## config.mk

```make
export PLATFORM = sky130hd
export DESIGN_NAME = sps_port
export DESIGN_NICKNAME = d
export VERILOG_FILES = /design/src/shared/sps_pkg.sv /design/src/rtl/sps_port.sv
export VERILOG_INCLUDE_DIRS = /design/src /design/src/shared
export SDC_FILE = /design/constraint.sdc
export NUM_CORES = 1
export LEC_CHECK = 0
export BUFFER_PORTS_ARGS = -buffer_cell sky130_fd_sc_hd__buf_2
export CAP_MARGIN = 20
export CORE_MARGIN = 2
export CORE_UTILIZATION = 50
export CTS_CLUSTER_SIZE = 28
export DETAILED_ROUTE_END_ITERATION = 10
export GPL_TIMING_DRIVEN = 0
export PLACE_DENSITY = 0.73
export SYNTH_ARGS = -nofsm -noshare
export SYNTH_HDL_FRONTEND = slang
export SYNTH_SLANG_ARGS = --single-unit
```

## constraint.sdc

```tcl
create_clock -name aclk -period 3.1 [get_ports aclk]
set_input_delay 0.775 -clock aclk [delete_from_list [all_inputs] [get_ports aclk]]
set_output_delay 0.775 -clock aclk [all_outputs]
set_load 0.01 [all_outputs]
```

## src/shared/sps_params.svh

```systemverilog
/*
 * constants for the serial port: register offsets, bit positions, resets,
 * bus responses, character lengths.
 * assumes inclusion by bare name from design file and testbench.
 */
`ifndef SPS_PARAMS_SVH
`define SPS_PARAMS_SVH

// byte addresses on the register bus (chosen)
`define SPS_OFF_CTRL       8'h00
`define SPS_OFF_CFG        8'h04
`define SPS_OFF_DIV        8'h08
`define SPS_OFF_DATA       8'h0C

// control register bit positions
`define SPS_CTL_BUSY       7
`define SPS_CTL_DONE       6
`define SPS_CTL_OVR        5
`define SPS_CTL_WRITE_COLLIDE_FLAG       4
`define SPS_CTL_MODE_FAULT_FLAG       3
`define SPS_CTL_FDE        2
`define SPS_CTL_MSTR       1
`define SPS_CTL_EN         0

// config register bit positions
`define SPS_CFG_IRQE       7
`define SPS_CFG_CHR        2
`define SPS_CFG_CPHA       1
`define SPS_CFG_CPOL       0

// reset values
`define SPS_RST_CTRL       8'h00
`define SPS_RST_CFG        8'h00
`define SPS_RST_DIV        8'h00
`define SPS_RST_DATA       16'h0000

// character lengths in bits
`define SPS_BITS_8         5'h08
`define SPS_BITS_16        5'h10

// responses
`define SPS_RESP_OKAY      2'h0
`define SPS_RESP_SLVERR    2'h2

`endif

```

## src/shared/sps_pkg.sv

```systemverilog
/*
 * types for the serial port block.
 * assumes sps_params.svh is available on the include path.
 */
package sps_pkg;
	typedef enum logic [1:0] {
		SPS_IDLE,
		SPS_MRUN,
		SPS_SRUN
	} sps_state_e;

	typedef struct packed {
		logic mosi;
		logic sck;
		logic sck_oe_n;
		logic mosi_oe_n;
		logic miso;
		logic miso_oe_n;
	} sps_pins_out_s;

	typedef struct packed {
		logic sck;
		logic mosi;
		logic miso;
		logic ssel_n;
	} sps_pins_in_s;
endpackage

```

## src/rtl/sps_port.sv

```systemverilog
/*
 * full-duplex serial port, master or slave, with axi4-lite register slave.
 * assumes serial pins already synchronous to aclk; external master keeps
 * its clock at or below aclk/8. pin output enables are active low.
 */
// Overview of operation
// - buffer write while busy is dropped, transfer continues, collision flag set
// - data writes go to shift register, data reads return receive buffer
// - master and enabled: data write starts a transfer at once
// - master shifts msb first out, samples miso into lsb, drives clock
// - busy flag high from transfer start until completion
// - at end copy shift register to receive buffer, clear busy, set done
// - one enable bit gates the four event flags onto the interrupt
// - event flags stick until written 0; software write 1 raises irq
// - receive buffer unread at completion sets overrun, new data lost
// - master with fault detect: select falling edge sets fault, drops master
// - select ignored in master without detect; always select in slave
// - master bit may rise only while select is deasserted
// - enable bit off stops both the port and its clock generator
// - config picks length, sampling edge and clock idle level
// - master clock is aclk/2/(divider+1); divider unused in slave
// - slave sends what the shift register holds when a cycle starts
// - unselected slave ignores clock, does not shift, releases miso
// - select lost mid-character aborts: no load, no done, counter reset
// - slave format and length should match the master
// - slave shifts msb first on miso, takes mosi in until done
// - mode fault also clears the enable bit
// - 8-bit characters use the low byte for send and receive
`timescale 1ns/1ps
`include "sps_params.svh"

module sps_port (
	input  wire logic                 aclk,
	input  wire logic                 aresetn,
	input  wire logic [7:0]           s_axi_awaddr,
	input  wire logic                 s_axi_awvalid,
	output logic                      s_axi_awready,
	input  wire logic [31:0]          s_axi_wdata,
	input  wire logic [3:0]           s_axi_wstrb,
	input  wire logic                 s_axi_wvalid,
	output logic                      s_axi_wready,
	output logic [1:0]                s_axi_bresp,
	output logic                      s_axi_bvalid,
	input  wire logic                 s_axi_bready,
	input  wire logic [7:0]           s_axi_araddr,
	input  wire logic                 s_axi_arvalid,
	output logic                      s_axi_arready,
	output logic [31:0]               s_axi_rdata,
	output logic [1:0]                s_axi_rresp,
	output logic                      s_axi_rvalid,
	input  wire logic                 s_axi_rready,
	input  wire sps_pkg::sps_pins_in_s pins_in,
	output sps_pkg::sps_pins_out_s    pins_out,
	output logic                      irq
);

	////////////////////////////////////////////////////////////////////////
	// register state
	logic [7:0]          ctrl_q;
	logic [7:0]          cfg_q;
	logic [7:0]          div_q;
	logic [15:0]         shift_q;
	logic [15:0]         rxbuf_q;
	logic                rx_unread_q;
	sps_pkg::sps_state_e state_q;
	logic [7:0]          tick_q;
	logic [4:0]          bits_q;
	logic                half_q;
	logic                sck_q;
	logic                sck_prev_q;
	logic                ssel_prev_q;
	logic                mosi_q;
	logic                have_aw_q;
	logic                have_w_q;
	logic [7:0]          aw_q;
	logic [31:0]         w_q;
	logic [3:0]          ws_q;

	function automatic logic [1:0] reg_sel(input logic [7:0] a);
		if (a == `SPS_OFF_CTRL) begin
			reg_sel = 2'h0;
		end else if (a == `SPS_OFF_CFG) begin
			reg_sel = 2'h1;
		end else if (a == `SPS_OFF_DIV) begin
			reg_sel = 2'h2;
		end else begin
			reg_sel = 2'h3;
		end
	endfunction

	function automatic logic is_mapped(input logic [7:0] a);
		is_mapped = (a == `SPS_OFF_CTRL) || (a == `SPS_OFF_CFG) ||
			(a == `SPS_OFF_DIV) || (a == `SPS_OFF_DATA);
	endfunction

	////////////////////////////////////////////////////////////////////////
	// write channel: address and data taken in either order
	logic wr_go;
	logic wr_ok;
	logic [1:0] wr_sel;
	logic wr_lo;

	assign s_axi_awready = !have_aw_q && !s_axi_bvalid;
	assign s_axi_wready  = !have_w_q && !s_axi_bvalid;
	assign wr_go  = have_aw_q && have_w_q && !s_axi_bvalid;
	assign wr_ok  = is_mapped(aw_q);
	assign wr_sel = reg_sel(aw_q);
	assign wr_lo  = wr_go && wr_ok && ws_q[0];

	always_ff @(posedge aclk) begin
		if (!aresetn) begin
			have_aw_q <= 1'b0;
			have_w_q  <= 1'b0;
			aw_q      <= 8'h00;
			w_q       <= 32'h0000_0000;
			ws_q      <= 4'h0;
		end else begin
			if (s_axi_awvalid && s_axi_awready) begin
				have_aw_q <= 1'b1;
				aw_q      <= s_axi_awaddr;
			end else if (wr_go) begin
				have_aw_q <= 1'b0;
			end
			if (s_axi_wvalid && s_axi_wready) begin
				have_w_q <= 1'b1;
				w_q      <= s_axi_wdata;
				ws_q     <= s_axi_wstrb;
			end else if (wr_go) begin
				have_w_q <= 1'b0;
			end
		end
	end

	always_ff @(posedge aclk) begin
		if (!aresetn) begin
			s_axi_bvalid <= 1'b0;
			s_axi_bresp  <= `SPS_RESP_OKAY;
		end else if (wr_go) begin
			s_axi_bvalid <= 1'b1;
			s_axi_bresp  <= wr_ok ? `SPS_RESP_OKAY : `SPS_RESP_SLVERR;
		end else if (s_axi_bready) begin
			s_axi_bvalid <= 1'b0;
		end
	end

	////////////////////////////////////////////////////////////////////////
	// read channel
	logic rd_go;
	logic rd_data;

	assign s_axi_arready = !s_axi_rvalid;
	assign rd_go   = s_axi_arvalid && s_axi_arready;
	assign rd_data = rd_go && (s_axi_araddr == `SPS_OFF_DATA);

	always_ff @(posedge aclk) begin
		if (!aresetn) begin
			s_axi_rvalid <= 1'b0;
			s_axi_rdata  <= 32'h0000_0000;
			s_axi_rresp  <= `SPS_RESP_OKAY;
		end else if (rd_go) begin
			s_axi_rvalid <= 1'b1;
			s_axi_rresp  <= is_mapped(s_axi_araddr) ?
				`SPS_RESP_OKAY : `SPS_RESP_SLVERR;
			if (!is_mapped(s_axi_araddr)) begin
				s_axi_rdata <= 32'h0000_0000;
			end else if (reg_sel(s_axi_araddr) == 2'h0) begin
				s_axi_rdata <= {24'h000000, ctrl_q};
			end else if (reg_sel(s_axi_araddr) == 2'h1) begin
				s_axi_rdata <= {24'h000000, cfg_q[7], 4'h0, cfg_q[2:0]};
			end else if (reg_sel(s_axi_araddr) == 2'h2) begin
				s_axi_rdata <= {24'h000000, div_q};
			end else begin
				s_axi_rdata <= {16'h0000, rxbuf_q};
			end
		end else if (s_axi_rready) begin
			s_axi_rvalid <= 1'b0;
		end
	end

	////////////////////////////////////////////////////////////////////////
	// serial engine decode
	logic en;
	logic mstr;
	logic cpha;
	logic cpol;
	logic [4:0] nbits;
	logic ssel_fall;
	logic fault;
	logic sel;
	logic busy;
	logic sck_in;
	logic s_rise;
	logic s_fall;
	logic s_lead;
	logic s_trail;
	logic s_sample;
	logic m_tick;
	logic m_sample;
	logic m_shift;
	logic last_bit;
	logic done;
	logic abort;
	logic data_wr;
	logic start_m;

	assign en    = ctrl_q[`SPS_CTL_EN];
	assign mstr  = ctrl_q[`SPS_CTL_MSTR];
	assign cpha  = cfg_q[`SPS_CFG_CPHA];
	assign cpol  = cfg_q[`SPS_CFG_CPOL];
	assign nbits = cfg_q[`SPS_CFG_CHR] ? `SPS_BITS_16 : `SPS_BITS_8;
	assign busy  = state_q != sps_pkg::SPS_IDLE;
	assign ssel_fall = ssel_prev_q && !pins_in.ssel_n;
	assign fault = en && mstr && ctrl_q[`SPS_CTL_FDE] && ssel_fall;
	assign sel   = en && !mstr && !pins_in.ssel_n;

	// slave clock edges relative to idle level
	assign sck_in  = pins_in.sck ^ cpol;
	assign s_rise  = sck_in && !sck_prev_q;
	assign s_fall  = !sck_in && sck_prev_q;
	assign s_lead  = sel && s_rise;
	assign s_trail = sel && s_fall;
	assign s_sample = cpha ? s_trail : s_lead;

	// master: toggle every divider+1 cycles -> aclk/2/(div+1)
	assign m_tick   = (state_q == sps_pkg::SPS_MRUN) && (tick_q == div_q);
	assign m_sample = m_tick && (half_q == cpha);
	assign m_shift  = m_tick && (half_q != cpha);

	assign last_bit = bits_q == nbits - 5'h01;
	assign done = (state_q == sps_pkg::SPS_MRUN) ? (m_tick && half_q &&
		last_bit) : ((state_q == sps_pkg::SPS_SRUN) && sel &&
		(cpha ? s_trail : s_lead) && last_bit);
	assign abort = (state_q == sps_pkg::SPS_SRUN) && !sel;
	assign data_wr = wr_go && wr_ok && (wr_sel == 2'h3);
	assign start_m = data_wr && !busy && en && mstr;

	////////////////////////////////////////////////////////////////////////
	// transfer sequencing
	always_ff @(posedge aclk) begin
		if (!aresetn) begin
			state_q <= sps_pkg::SPS_IDLE;
			tick_q  <= 8'h00;
			bits_q  <= 5'h00;
			half_q  <= 1'b0;
			sck_q   <= 1'b0;
		end else if (!en || fault) begin
			state_q <= sps_pkg::SPS_IDLE;
			tick_q  <= 8'h00;
			bits_q  <= 5'h00;
			half_q  <= 1'b0;
			sck_q   <= 1'b0;
		end else begin
			case (state_q)
				sps_pkg::SPS_IDLE: begin
					tick_q <= 8'h00;
					bits_q <= 5'h00;
					half_q <= 1'b0;
					sck_q  <= 1'b0;
					if (start_m) begin
						state_q <= sps_pkg::SPS_MRUN;
					end else if (sel && (ssel_fall || s_rise)) begin
						state_q <= sps_pkg::SPS_SRUN;
						if (s_rise && !cpha) begin
							bits_q <= 5'h00;
						end
					end
				end
				sps_pkg::SPS_MRUN: begin
					tick_q <= m_tick ? 8'h00 : tick_q + 8'h01;
					if (m_tick) begin
						half_q <= !half_q;
						sck_q  <= !sck_q;
						if (half_q) begin
							bits_q <= bits_q + 5'h01;
						end
					end
					if (done) begin
						state_q <= sps_pkg::SPS_IDLE;
					end
				end
				default: begin
					if (abort || done) begin
						state_q <= sps_pkg::SPS_IDLE;
						bits_q  <= 5'h00;
					end else if (cpha ? s_trail : s_lead) begin
						bits_q <= bits_q + 5'h01;
					end
				end
			endcase
		end
	end

	always_ff @(posedge aclk) begin
		if (!aresetn) begin
			sck_prev_q  <= 1'b0;
			ssel_prev_q <= 1'b1;
		end else begin
			sck_prev_q  <= sel ? sck_in : 1'b0;
			ssel_prev_q <= pins_in.ssel_n;
		end
	end

	////////////////////////////////////////////////////////////////////////
	// shift register and receive buffer
	logic [3:0] msb_idx;
	logic       rx_bit;
	logic [15:0] rx_word;

	assign msb_idx = cfg_q[`SPS_CFG_CHR] ? 4'hF : 4'h7;
	assign rx_bit  = mstr ? pins_in.miso : pins_in.mosi;
	// master with active-edge sampling ends on a shift edge: word complete
	assign rx_word = (state_q == sps_pkg::SPS_MRUN && !cpha) ? shift_q :
		{shift_q[14:0], rx_bit};

	// mosi moves only on an idle data write and on shift edges, never under the slave's sample edge
	always_ff @(posedge aclk) begin
		if (!aresetn) begin
			mosi_q <= 1'b0;
		end else if (data_wr && !busy) begin
			mosi_q <= w_q[msb_idx];
		end else if (m_shift) begin
			mosi_q <= shift_q[msb_idx];
		end
	end

	always_ff @(posedge aclk) begin
		if (!aresetn) begin
			shift_q <= `SPS_RST_DATA;
		end else if (data_wr && !busy) begin
			shift_q <= w_q[15:0];
		end else if ((m_sample || (state_q == sps_pkg::SPS_SRUN &&
				(cpha ? s_trail : s_lead))) ||
				(state_q == sps_pkg::SPS_IDLE && sel && !cpha &&
				s_rise)) begin
			shift_q <= {shift_q[14:0], rx_bit};
		end
	end

	always_ff @(posedge aclk) begin
		if (!aresetn) begin
			rxbuf_q     <= `SPS_RST_DATA;
			rx_unread_q <= 1'b0;
		end else if (done && !(rx_unread_q && !rd_data)) begin
			rxbuf_q     <= cfg_q[`SPS_CFG_CHR] ? rx_word :
				{8'h00, rx_word[7:0]};
			rx_unread_q <= 1'b1;
		end else if (rd_data) begin
			rx_unread_q <= 1'b0;
		end
	end

	////////////////////////////////////////////////////////////////////////
	// control, config, divider registers
	logic [7:0] ctl_wv;

	assign ctl_wv = w_q[7:0];

	always_ff @(posedge aclk) begin
		if (!aresetn) begin
			ctrl_q <= `SPS_RST_CTRL;
		end else begin
			ctrl_q[`SPS_CTL_BUSY] <= busy && !done && !abort;
			if (wr_lo && wr_sel == 2'h0) begin
				ctrl_q[6:2] <= ctl_wv[6:2];
				ctrl_q[`SPS_CTL_EN] <= ctl_wv[`SPS_CTL_EN];
				if (!ctl_wv[`SPS_CTL_MSTR] || mstr ||
						pins_in.ssel_n) begin
					ctrl_q[`SPS_CTL_MSTR] <= ctl_wv[`SPS_CTL_MSTR];
				end
			end
			// hardware sets win over software clears
			if (done) begin
				ctrl_q[`SPS_CTL_DONE] <= 1'b1;
			end
			if (done && rx_unread_q && !rd_data) begin
				ctrl_q[`SPS_CTL_OVR] <= 1'b1;
			end
			if (data_wr && busy) begin
				ctrl_q[`SPS_CTL_WRITE_COLLIDE_FLAG] <= 1'b1;
			end
			if (fault) begin
				ctrl_q[`SPS_CTL_MODE_FAULT_FLAG] <= 1'b1;
				ctrl_q[`SPS_CTL_MSTR] <= 1'b0;
				ctrl_q[`SPS_CTL_EN]   <= 1'b0;
			end
		end
	end

	always_ff @(posedge aclk) begin
		if (!aresetn) begin
			cfg_q <= `SPS_RST_CFG;
			div_q <= `SPS_RST_DIV;
		end else if (wr_lo && wr_sel == 2'h1) begin
			cfg_q <= {ctl_wv[7], 4'h0, ctl_wv[2:0]};
		end else if (wr_lo && wr_sel == 2'h2) begin
			div_q <= ctl_wv;
		end
	end

	assign irq = cfg_q[`SPS_CFG_IRQE] && (|ctrl_q[6:3]);

	////////////////////////////////////////////////////////////////////////
	// pins
	assign pins_out.sck      = sck_q ^ cpol;
	assign pins_out.sck_oe_n = !(en && mstr);
	assign pins_out.mosi     = mosi_q;
	assign pins_out.mosi_oe_n = !(en && mstr);
	assign pins_out.miso     = shift_q[msb_idx];
	assign pins_out.miso_oe_n = !sel;

endmodule

```

Word-level counts from Yosys, hierarchy flattened --
Index checks and enable logic that the tools add are counted.
Storage, ports and cells: register bits after elaboration 138, input bits 63
Operators by class: $add $sub $neg 3, mux-type cells 70, $lt $le $gt $ge 2, eq/ne operators 21, bitwise logic cells 4, reductions and logical operators 112
Operator list (count):
- $mux 16 | 8
- $logic_and 1x1->1 | 50
- $mux 2 | 22
- $eq 8x4->1 const B | 4
- $reduce_bool 2->1 | 13
- $mux 1 | 25
- $mux 5 | 5
- $logic_not 1->1 | 20
- $eq 8x3->1 const B | 2
- $logic_not 8->1 | 2
- $pmux 8 s2 | 1
- $logic_or 1x1->1 | 13
- $pmux 5 s2 | 1
- $add 8x1->8 const B | 1
- $bmux 1 s4 | 2
- $eq 2x2->1 const B | 4
- $eq 8x8->1 | 1
- $mux 8 | 1
- $reduce_and 2->1 | 4
- $mux 7 | 1
- $eq 2x1->1 const B | 3
- $logic_not 2->1 | 3
- $lt 4x6->1 const B | 1
- $ne 2x2->1 const B | 3
- 17 further kinds | 22

Depth between registers and ports, before layout --
Gate-level depths: netlist (run 1).
depth in word-level cells 23, depth in mapped cells 7, depth with buffers taken out 6

Worst setup path after synthesis (run 1) --
OpenSTA, ideal clock, no wires.
kind input port to flip-flop, from input s_axi_araddr[4], to register rxbuf_q[10], data arrival time 2.489 ns, path slack 0.539 ns, stages 6, library setup time 0.072 ns, buffers on the path 1, path through or4_4 nor4_4 nor2b_2 a21oi_4 buf_12 mux2i_1
On the way: longest elaborated chain between the ends 6
Ends and longest elaborated chain:
- start, declared | RTL line sps_port.sv:45 | input wire logic [7:0] s_axi_araddr,
- $eq 8x4->1 (no line)
- $logic_and 1x1->1 | RTL line sps_port.sv:153 | assign rd_data = rd_go && (s_axi_araddr == `SPS_OFF_DATA);
- $logic_not 1->1 | RTL line sps_port.sv:343 | end else if (done && !(rx_unread_q && !rd_data)) begin
- $logic_and 1x1->1 | RTL line sps_port.sv:343
- $logic_not 1->1 | RTL line sps_port.sv:343
- $logic_and 1x1->1 | RTL line sps_port.sv:343
- end signal, assigned | RTL line sps_port.sv:341 | rxbuf_q <= `SPS_RST_DATA;
- end signal, assigned | RTL line sps_port.sv:344 | rxbuf_q <= cfg_q[`SPS_CFG_CHR] ? rx_word :
- end, declared | RTL line sps_port.sv:63 | logic [15:0] rxbuf_q;
No other way between the ends. A chain may end at the register's enable or synchronous reset.

Worst setup path in the final report (run 1) --
from input s_axi_araddr[4], to register rxbuf_q[9]
Same word-level chain as after synthesis.

==> reports/results.txt, run 1 <==
CTS tree = yes
Initial Util = 50.6%
routed vias/inst = 5.62
Setup CP Type = in -> reg
final setup vio count = 0
CTS Buf Count = 17
fillers = 1021
GRT overflow = 0
die area = 12900 um^2
clk buf depth = 2
pwr/cell area = 517 nW/um^2
CP Capture Type = flop
Buffers on Ports = 71
RSZ-0062 raised after global routing = no
Core ar. = 11900 um^2
Fin. Hold Viols = 0
Comb power frac = 5.9%
Post-synth EDFFs = 0
Total Wirelength = 15300 um
Avg Cell Area, Syn = 8.72 um^2
Seq cells post-synth = 120
die height = 114 um
crit-path max cell delay = 570 ps
setup ws final = 555 ps
Top FF cell, synth = dfxtp_1
VDD IR max = 0.304 mV
Crit Path Max Fanout = 10
status = complete, no violations
Switch Pwr = 0.845 mW
htree depth = 4
Slew Limit Headroom = 39.1%
vias in the first global route = 5145
worst-margin pin slew = 905 ps
Int Pwr = 2.86 mW
hold bufs inserted after CTS = 0
switch share = 22.8%
Flop pwr share = 43.2%
post-layout min period = 2540 ps
share of cells above drive strength 1 = 22.0%
# DRC = 0
antenna viol nets, final = 0
initial antenna violation count = 0
WP data arrival = 2880 ps
Final Skew = 13.5 ps
largest net degree at the start of global routing = 17
Post-DP HPWL = 11300 um
root buffer cell = clkbuf_16
WP buf/inv = 2
site row count = 40
# IOs = 111
Critical Path Start Type = input port
Clock Pin Slew Worst Setup and Hold Paths = 50 ps
CP max-delay cell = nor4_4
Pre-antenna DRT Iters = 5
Worst-Skew Late Latency = 420 ps
Vias = 5353
DRT iter0 DRCs = 308
Slew Limit Fails = 0
max cap viols = 0
Seq/Total Area, Yosys = 40.0%
CP cell instances = buf_2 > or4_4 > nor4_4 > nor2b_2 > a21oi_4 > buf_12 > mux2i_1
fraction of registers with async set/reset = 0%
leakage = 2.90 nW
number of setup buffers added after CTS = 0
first-pass GRT wire length = 25200 um
Clock power frac = 50.9%
pre-CTS setup slack = 149 ps
n_diodes = 0
Post-Syn Instances = 688
synth unique cells = 72
setup tns final = 0 ps
FMAX = 393 MHz
Syn. warnings = 0
family with the most delay on the worst path = simple AND/OR/NAND/NOR gates
Die X = 114 um
post-synth design cell area = 6000 um^2
area grow syn2layout = 19.4%
period utilisation layout = 82.1%
# nets final = 860
HP Class = reg -> reg
Routed wire per std cell = 16.1 um
GPL Wtd Cong = 0.926
clock sink total = 120
Req. time, crit path = 3440 ps
Tot GR Track Use = 24.4%
Post-CTS Resized = 0
[synth_stat cells, types with 4 or more instances]
| master | number | area share [%] |
|---|---|---|
| a211oi_1 | 5 | 0.63 |
| a21o_1 | 15 | 1.9 |
| a21oi_1 | 52 | 4.3 |
| a22oi_1 | 17 | 2.1 |
| a31oi_1 | 5 | 0.52 |
| and3_1 | 6 | 0.63 |
| buf_1 | 9 | 0.56 |
| buf_2 | 8 | 0.67 |
| buf_4 | 21 | 2.6 |
| clkbuf_1 | 23 | 1.4 |
| dfxtp_1 | 120 | 40 |
| inv_1 | 9 | 0.56 |
| mux2_2 | 22 | 4.1 |
| mux2i_1 | 52 | 8.7 |
| mux4_2 | 4 | 1.5 |
| nand2_1 | 105 | 6.6 |
| nand2b_1 | 9 | 0.94 |
| nand3_1 | 31 | 2.6 |
| nand4_1 | 6 | 0.63 |
| nor2_1 | 49 | 3.1 |
| nor3_1 | 9 | 0.75 |
| o21ai_0 | 10 | 0.83 |
| o21ai_1 | 15 | 1.3 |
| or2_2 | 4 | 0.42 |
| or3_1 | 4 | 0.42 |
| xnor2_1 | 5 | 0.73 |
| xor2_1 | 7 | 1.0 |
[registers in the layout, indices dropped and copies added (netlist names), 4 cells and up]
signal,cells
rxbuf_q,16
s_axi_rdata,16
shift_q,16
w_q,16
aw_q,8
ctrl_q,8
div_q,8
tick_q,8
bits_q,5
cfg_q,4
[final timing paths]
check / from / to / slack (ps) / cells past startpoint
worst max register to register: cfg_q[0]$_SDFFE_PN0N_ / rxbuf_q[9]$_SDFFE_PN0P_ / 660 / 6
worst min register to register: aw_q[7]$_SDFFE_PN0P_ / aw_q[7]$_SDFFE_PN0P_ / 460 / 2
worst min-delay path: aw_q[7]$_SDFFE_PN0P_ / aw_q[7]$_SDFFE_PN0P_ / 460 / 2
worst max-delay path: s_axi_araddr[4] / rxbuf_q[9]$_SDFFE_PN0P_ / 560 / 7
[cell type report]
class                   instances  area [um^2]  share of cell area [%]
repair buffers                 71          355                    4.96
inverters                      10         37.5                   0.524
plain buffers                  63          349                    4.87
clock inverters                 9          101                    1.41
flip-flops and latches        120         2400                    33.5
well taps                     147          184                    2.57
clock buffers                  21          460                    6.43
multi-input cells             512         3280                    45.7
[per-layer routing]
layer | vias to the layer above | track usage, % | routed length (um)
li1 | 2627 | - | -
met1 | 2487 | 31.7 | 6870
met2 | 202 | 39.5 | 7010
met3 | 37 | 5.31 | 978
met4 | 0 | 10.1 | 447
met5 | - | 0 | 0
[placed cells by master (no fill, tap or decap), drive strengths merged, types with 3 or more instances in the layout]
cell type,Yosys,final
clkbuf,23,44
a21o,15,15
conb,1,18
xor2,7,7
o211ai,3,3
clkinv,1,7
nor2,50,50
or4,4,4
a21oi,53,53
dfxtp,120,120
buf,40,111
mux4,4,4
or2,5,5
nand2,105,105
xnor2,5,5
nand4,8,8
nand3,31,31
nor2b,3,3
o21ai,25,25
mux2i,53,53
and2,3,3
inv,9,9
nand2b,9,9
and3,6,6
mux2,22,22
nand3b,3,3
a211oi,6,6
or3,5,5
o21a,3,3
a31oi,5,5
nor3,10,10
nor4,6,6
a22oi,17,17
[power groups by stage]
stage | clock network (mW) | logic, mW | registers [mW]
floorplan | 0 | 0.146 | 1.62
global placement | 0 | 0.211 | 1.63
detailed placement | 0 | 0.218 | 1.63
CTS | 1.89 | 0.219 | 1.60
global route | 1.96 | 0.246 | 1.60
finish | 1.89 | 0.219 | 1.60
[worst reg2reg max path: cells and delay by family, from the launching register on]
| kind | cells | cell delay, ps |
|---|---|---|
| muxes | 2 | 800 |
| xor gates and xnor gates | 1 | 430 |
| AOI/OAI and AO/OA | 1 | 380 |
| DFF | 1 | 360 |
| and+or+nand+nor | 1 | 210 |
| buffers and inverters | 1 | 190 |
[kinds of logic (layout without fill, tap and decap cells)]
group	after synthesis	count (layout)	share of synthesized area, %
xor+xnor	12	12	1.75
fa+ha+maj	2	2	0.417
buf+inv	73	174	6.44
other cells	1	18	0.0625
simple gates	255	255	21.1
mux	79	79	14.5
flops	120	120	40.0
compound gates	146	146	15.6
[metrics by stage]
step / std cells / cell area (um^2) / util, % / hold WS, ps / total power [mW]
2_1_floorplan: 705 / 6060 / - / 431 / 1.77
3_3_place_gp: 923 / 6600 / 55.7 / 440 / 1.84
3_5_place_dp: 923 / 6600 / 55.7 / 448 / 1.85
4_1_cts: 953 / 7170 / 60.4 / 455 / 3.71
5_1_grt: 953 / 7170 / 60.4 / 481 / 3.81
6_report: 953 / 7170 / 60.4 / 455 / 3.71
Power figures use the tool's default switching activity.
==> run 2: changes to the inputs <==
- PLACE_DENSITY: 0.73 -> 0.76
- clock period: 3.1 -> 2.2 ns (I/O delays scaled with it)
==> reports/results.txt, run 2 (synthesized netlist as in run 1, its figures left out) <==
status = complete, no violations (unchanged)
WP data arrival = 2460 ps (was 2880 ps)
Setup CP Type = reg -> reg (was in -> reg)
period utilisation layout = 97.7%
VDD IR max = 0.562 mV (was 0.304 mV)
hold bufs inserted after CTS = 0 (unchanged)
worst-margin pin slew = 731 ps (was 905 ps)
Critical R2R Launch = aw_q[4]$_SDFFE_PN0P_ (was cfg_q[0]$_SDFFE_PN0N_)
Routed wire per std cell = 16.5 um (was 16.1 um)
R2R setup slack = 50 ps (was 660 ps)
routed vias/inst = 5.74 (was 5.62)
Crit Path Max Fanout = 8 (was 10)
Tot GR Track Use = 25.1% (was 24.4%)
vias in the first global route = 5245 (was 5145)
initial antenna violation count = 0 (unchanged)
Fin. Hold Viols = 0 (unchanged)
Total Wirelength = 15900 um (was 15300 um)
Clock Pin Slew Worst Setup and Hold Paths = 50 ps (about the same)
GRT overflow = 0 (unchanged)
Buffers on Ports = 71 (unchanged)
max cap viols = 0 (unchanged)
area grow syn2layout = 23.3% (was 19.4%)
RSZ-0062 raised after global routing = yes (was no)
Worst-Skew Late Latency = 420 ps (about the same)
die height = 114 um (unchanged)
fillers = 989 (was 1021)
Critical Path Start Type = flop (was input port)
commonest non-fill, non-tap cells in the layout = 120 x dfxtp_1, 105 x nand2_1, 76 x buf_2, 52 x a21oi_1, 52 x mux2i_1 (was 120 x dfxtp_1, 105 x nand2_1, 79 x buf_2, 52 x a21oi_1, 52 x mux2i_1)
Hold Path Depth = 3 (was 2)
htree depth = 4 (unchanged)
share of cells above drive strength 1 = 24.6% (was 22.0%)
switch share = 22.2% (was 22.8%)
final setup vio count = 0 (unchanged)
antenna viol nets, final = 0 (unchanged)
largest net degree at the start of global routing = 17 (unchanged)
root buffer cell = clkbuf_16 (unchanged)
Slew Limit Headroom = 50.8% (was 39.1%)
leakage = 3.00 nW (was 2.90 nW)
Comb power frac = 5.7% (was 5.9%)
clock sink total = 120 (unchanged)
clk buf depth = 2 (unchanged)
CTS Buf Count = 17 (unchanged)
Die X = 114 um (unchanged)
HP Class = in -> reg (was reg -> reg)
# IOs = 111 (unchanged)
Core ar. = 11900 um^2 (unchanged)
GPL Wtd Cong = 0.914 (was 0.926)
commonest non-fill, non-tap cell in the layout = dfxtp_1 (unchanged)
Int Pwr = 4.34 mW (was 2.86 mW)
critical hold path startpoint = s_axi_wdata[14] (was aw_q[7]$_SDFFE_PN0P_)
Initial Util = 50.6% (unchanged)
CP max-delay cell = or4_4 (was nor4_4)
Vias = 5512 (was 5353)
R2R Path End = ctrl_q[6]$_SDFFE_PN0P_ (was rxbuf_q[9]$_SDFFE_PN0P_)
Switch Pwr = 1.24 mW (was 0.845 mW)
Req. time, crit path = 2510 ps (was 3440 ps)
Pre-antenna DRT Iters = 6 (was 5)
FMAX = 465 MHz
Clock power frac = 53.9% (was 50.9%)
Final Power = 5.59 mW (was 3.71 mW)
die area = 12900 um^2 (unchanged)
CP cell instances = or4_4 > nor4_2 > and3_1 > buf_4 > mux2_2 > o21a_1 (was buf_2 > or4_4 > nor4_4 > nor2b_2 > a21oi_4 > buf_12 > mux2i_1)
Flop pwr share = 40.4% (was 43.2%)
post-layout min period = 2150 ps
Hold WS = 367 ps (was 455 ps)
pwr/cell area = 755 nW/um^2 (was 517 nW/um^2)
Final Skew = 9.08 ps (was 13.5 ps)
DRT iter0 DRCs = 385 (was 308)
Reg2Reg Depth = 6 (unchanged)
fin cells = 961 (was 953)
Hold Path End = w_q[14]$_SDFFE_PN0P_ (was aw_q[7]$_SDFFE_PN0P_)
crit-path max cell delay = 540 ps (was 570 ps)
n_diodes = 0 (unchanged)
Placed Instances = 923 (unchanged)
# DRC = 0 (unchanged)
Core Util, Final = 62.4% (was 60.4%)
Post-DP HPWL = 11400 um (was 11300 um)
site row count = 40 (unchanged)
CTS tree = yes (unchanged)
# nets final = 866 (was 860)
first-pass GRT wire length = 25800 um (was 25200 um)
Slew Limit Fails = 0 (unchanged)
CP Capture Type = flop (unchanged)
[run 2: cell count changes in the layout (fill, tap and decap cells not counted), moves of 3 or more]
cell,previous run,this run
buf_2,79,76
buf_4,21,32
bufinv_16,2,5
clkbuf_1,25,21
clkbuf_2,0,4
clkinv_2,5,2
[run 2: worst max-delay path by stage]
| stage | start | end | slack (ps) | depth (start not counted) |
|---|---|---|---|---|
| 2_1_floorplan | s_axi_araddr[4] | rxbuf_q[10]$_SDFFE_PN0P_ | -140 | 6 |
| 3_3_place_gp | s_axi_araddr[4] | rxbuf_q[12]$_SDFFE_PN0P_ | -420 | 7 |
| 3_5_place_dp | s_axi_araddr[4] | rxbuf_q[11]$_SDFFE_PN0P_ | -500 | 7 |
| 4_1_cts | div_q[7]$_SDFFE_PN0P_ | mosi_q$_SDFFE_PN0P_ | 4 | 5 |
| 5_1_grt | state_q[1]$_SDFFE_PP0P_ | rxbuf_q[5]$_SDFFE_PN0P_ | -110 | 7 |
| 6_report | aw_q[4]$_SDFFE_PN0P_ | ctrl_q[6]$_SDFFE_PN0P_ | 50 | 6 |
[run 2: metal layers]
metal	global-route usage, %	share of wire [%]
met3	4.78	6.8
met4	12.4	3.3
met1	32.9	44
met5	0	0
met2	40.0	46
[run 2: cell type report]
| type | instances | area, um^2 | share of cell area, % |
|---|---|---|---|
| timing repair buffer | 79 | 415 | 5.61 |
| clock buffer | 20 | 437 | 5.90 |
| clock inverter | 12 | 200 | 2.71 |
| buffer | 61 | 354 | 4.79 |
| multi-input combinational | 512 | 3370 | 45.5 |
| tap | 147 | 184 | 2.49 |
| inverter | 10 | 37.5 | 0.507 |
| sequential | 120 | 2400 | 32.5 |
[run 2: what timing repair did]
item | CTS | global route
endpoints found under the setup margin | 28 | 69
pin swaps | 3 | 3
gates resized for setup | 8 | 19
buffers inserted | 2 | 6
[run 2: stage by stage]
| stage | TNS [ps] | instance area [um^2] | worst slack, ps |
|---|---|---|---|
| 2_1_floorplan | -1360 | 6060 | -136 |
| 3_3_place_gp | -19550 | 6600 | -417 |
| 3_5_place_dp | -21940 | 6600 | -497 |
| 4_1_cts | 0 | 7300 | 3.65 |
| 5_1_grt | -1100 | 7400 | -111 |
| 6_report | 0 | 7400 | 50.1 |
[run 2: worst max-delay path: cells and delay by family (launching register included)]
| kind | cells | cell delay (ps) |
|---|---|---|
| simple gates | 3 | 1010 |
| buf+inv | 1 | 200 |
| compound gates | 1 | 170 |
| flops | 1 | 310 |
| mux | 1 | 350 |
[run 2: power groups by stage]
| stage | Sequential, mW | Combinational (mW) | Clock, mW |
|---|---|---|---|
| after floorplan | 2.29 | 0.206 | 0 |
| after global routing | 2.26 | 0.354 | 3.14 |
| after global placement | 2.30 | 0.297 | 0 |
| after CTS | 2.26 | 0.311 | 3.04 |
| final | 2.26 | 0.319 | 3.01 |
| after detailed placement | 2.30 | 0.305 | 0 |
==> run 3: changes to the inputs <==
- ABC_AREA: default -> 1
==> reports/results.txt, run 3 <==
Critical R2R Launch = aw_q[6]$_SDFFE_PN0P_ (was aw_q[4]$_SDFFE_PN0P_)
Vias = 5592 (was 5512)
register area = 2400 um^2 (unchanged)
commonest non-fill, non-tap cell in the layout = nand2_1 (was dfxtp_1)
Fin. Hold Viols = 0 (unchanged)
vias in the first global route = 5142 (was 5245)
Avg Cell Area, Syn = 7.07 um^2 (was 8.72 um^2)
# nets final = 986 (was 866)
final setup vio count = 0 (unchanged)
Crit Path Max Fanout = 6 (was 8)
Critical Path Start Type = flop (unchanged)
CP Capture Type = output port (was flop)
worst-margin pin slew = 656 ps (was 731 ps)
clk buf depth = 2 (unchanged)
HP Class = in -> reg (unchanged)
n_diodes = 0 (unchanged)
VDD IR max = 0.480 mV (was 0.562 mV)
synth unique cells = 45 (was 72)
top cells by count, synth = 164 x nand2_1, 120 x dfxtp_1, 97 x a21oi_1, 82 x inv_1, 75 x o21ai_0 (was 120 x dfxtp_1, 105 x nand2_1, 52 x a21oi_1, 52 x mux2i_1, 49 x nor2_1)
GRT overflow = 0 (unchanged)
Core ar. = 11300 um^2 (was 11900 um^2)
Post-DP HPWL = 10800 um (was 11400 um)
count leader, synth = nand2_1 (was dfxtp_1)
Clock Pin Slew Worst Setup and Hold Paths = 60 ps (was 50 ps)
post-layout min period = 2140 ps (was 2150 ps)
htree depth = 4 (unchanged)
antenna viol nets, final = 0 (unchanged)
site row count = 39 (was 40)
Placed Instances = 1045 (was 923)
Final Skew = 7.33 ps (was 9.08 ps)
pre-CTS setup slack = -57.4 ps (was -497 ps)
CTS Buf Count = 17 (unchanged)
Seq cells post-synth = 120 (unchanged)
Worst-Skew Late Latency = 420 ps (about the same)
Post-CTS Resized = 0 (was 8)
post-synth design cell area = 5750 um^2 (was 6000 um^2)
Switch Pwr = 1.28 mW (was 1.24 mW)
Post-Syn Instances = 813 (was 688)
share of cells above drive strength 1 = 18.6% (was 24.6%)
Top FF cell, synth = dfxtp_1 (unchanged)
Initial Util = 50.8% (was 50.6%)
hold bufs inserted after CTS = 0 (unchanged)
crit path launch = ctrl_q[0]$_SDFFE_PP0P_ (was aw_q[4]$_SDFFE_PN0P_)
Tot GR Track Use = 24.5% (was 25.1%)
Post-synth EDFFs = 0 (unchanged)
switch share = 24.1% (was 22.2%)
Setup CP Type = reg -> out (was reg -> reg)
max cap viols = 0 (unchanged)
WP data arrival = 1590 ps (was 2460 ps)
Slew Limit Headroom = 56.2% (was 50.8%)
first-pass GRT wire length = 24600 um (was 25800 um)
period utilisation layout = 97.1% (was 97.7%)
Pre-antenna DRT Iters = 7 (was 6)
largest area contributor in the netlist = dfxtp_1 (unchanged)
RSZ-0062 raised after global routing = no (was yes)
DRT iter0 DRCs = 433 (was 385)
fraction of registers with async set/reset = 0% (unchanged)
pwr/cell area = 766 nW/um^2 (was 755 nW/um^2)
# DRC = 0 (unchanged)
multi-input gate area in the final layout = 2730 um^2 (was 3370 um^2)
root buffer cell = clkbuf_16 (unchanged)
Slew Limit Fails = 0 (unchanged)
Total Wirelength = 14800 um (was 15900 um)
Seq/Total Area, Yosys = 41.8% (was 40.0%)
CTS tree = yes (unchanged)
die height = 111 um (was 114 um)
Die X = 111 um (was 114 um)
clock sink total = 120 (unchanged)
area share of the largest cell type after synthesis = 41.8% (was 40.0%)
setup ws final = 63.4 ps (was 50.1 ps)
Clock power frac = 50.1% (was 53.9%)
Comb power frac = 7.1% (was 5.7%)
Core Util, Final = 61.1% (was 62.4%)
synth top area cells = dfxtp_1 42%, nand2_1 11%, a21oi_1 8.4%, o21ai_0 6.5%, inv_1 5.4% (was dfxtp_1 40%, mux2i_1 8.7%, nand2_1 6.6%, a21oi_1 4.3%, mux2_2 4.1%)
leakage = 2.90 nW (was 3.00 nW)
Routed wire per std cell = 13.8 um (was 16.5 um)
FMAX = 468 MHz (was 465 MHz)
critical hold path startpoint = s_axi_bready (was s_axi_wdata[14])
die area = 12400 um^2 (was 12900 um^2)
Syn. warnings = 0 (unchanged)
number of setup buffers added after CTS = 0 (was 2)
Buffers on Ports = 72 (was 71)
initial antenna violation count = 0 (unchanged)
Req. time, crit path = 1650 ps (was 2510 ps)
routed vias/inst = 5.19 (was 5.74)
GPL Wtd Cong = 0.875 (was 0.914)
commonest non-fill, non-tap cells in the layout = 164 x nand2_1, 120 x dfxtp_1, 97 x a21oi_1, 82 x inv_1 (was 120 x dfxtp_1, 105 x nand2_1, 76 x buf_2, 52 x a21oi_1, 52 x mux2i_1)
area grow syn2layout = 20.3% (was 23.3%)
largest net degree at the start of global routing = 17 (unchanged)
fillers = 1077 (was 989)
# IOs = 111 (unchanged)
fin cells = 1077 (was 961)
Int Pwr = 4.02 mW (was 4.34 mW)
Flop pwr share = 42.8% (was 40.4%)
status = complete, no violations (unchanged)
## run 3: cell count changes in the layout (fill, tap and decap cells not counted), moves of 17 or more
cell,previous run,this run
inv_1,9,82
o21ai_0,10,75
nand2_1,105,164
mux2i_1,52,0
a21oi_1,52,97
o21ai_1,13,40
mux2_2,22,0
a22oi_1,17,0
inv_2,0,17
## run 3: worst max-delay path, stage by stage, from the launching register on
cell	delay, ps
dfxtp_1	400
inv_1	130
nor3_2	330
inv_1	140
buf_2	170
## run 3: cells by family (layout without fill, tap and decap cells)
logic type | Yosys count | count (layout) | synth area share [%]
AOI/OAI and AO/OA | 247 | 247 | 23.3
xor gates and xnor gates | 7 | 7 | 1.20
adders and majority gates | 2 | 2 | 0.435
buffers and inverters | 152 | 256 | 11.8
DFF | 120 | 120 | 41.8
other | 1 | 18 | 0.0652
and+or+nand+nor | 284 | 284 | 21.5
## run 3: power groups by stage
stage               combinational, mW  clock, mW  sequential [mW]
finish                          0.378       2.65             2.26
global route                    0.424       2.79             2.27
floorplan                       0.250          0             2.31
global placement                0.367          0             2.31
CTS                             0.374       2.68             2.26
detailed placement              0.371          0             2.31
## run 3: cell type report
cell class              count  share of cell area, %
plain buffers              51                   4.34
clock buffers              19                   6.26
clock inverters            13                   1.88
inverters                 101                   5.48
multi-input cells         558                   39.5
flip-flops and latches    120                   34.7
well taps                 143                   2.59
repair buffers             72                   5.21
## run 3: through the flow
stage / power [mW] / hold slack, ps / setup TNS, ps / area (um^2)
2_1_floorplan: 2.56 / 425 / 0 / 5810
3_3_place_gp: 2.68 / 443 / -168 / 6350
3_5_place_dp: 2.68 / 444 / -170 / 6350
4_1_cts: 5.31 / 370 / 0 / 6920
5_1_grt: 5.49 / 396 / 0 / 6920
6_report: 5.30 / 376 / 0 / 6920
## run 3: path summary, 6_finish.rpt
| path | end | slack [ps] | depth (start not counted) |
|---|---|---|---|
| max | pins_out[0] | 60 | 4 |
| min reg2reg | w_q[11]$_SDFFE_PN0P_ | 450 | 2 |
| min | s_axi_bvalid$_SDFFE_PN0P_ | 380 | 4 |
| max reg2reg | shift_q[8]$_SDFFE_PN0P_ | 230 | 10 |
## run 3: per-layer routing
metal	global-route usage (%)	routed length, um	vias up
li1	-	-	2864
met1	32.6	6880	2497
met2	39.6	6670	207
met3	5.90	1020	24
met4	7.90	282	0
met5	0	0	-
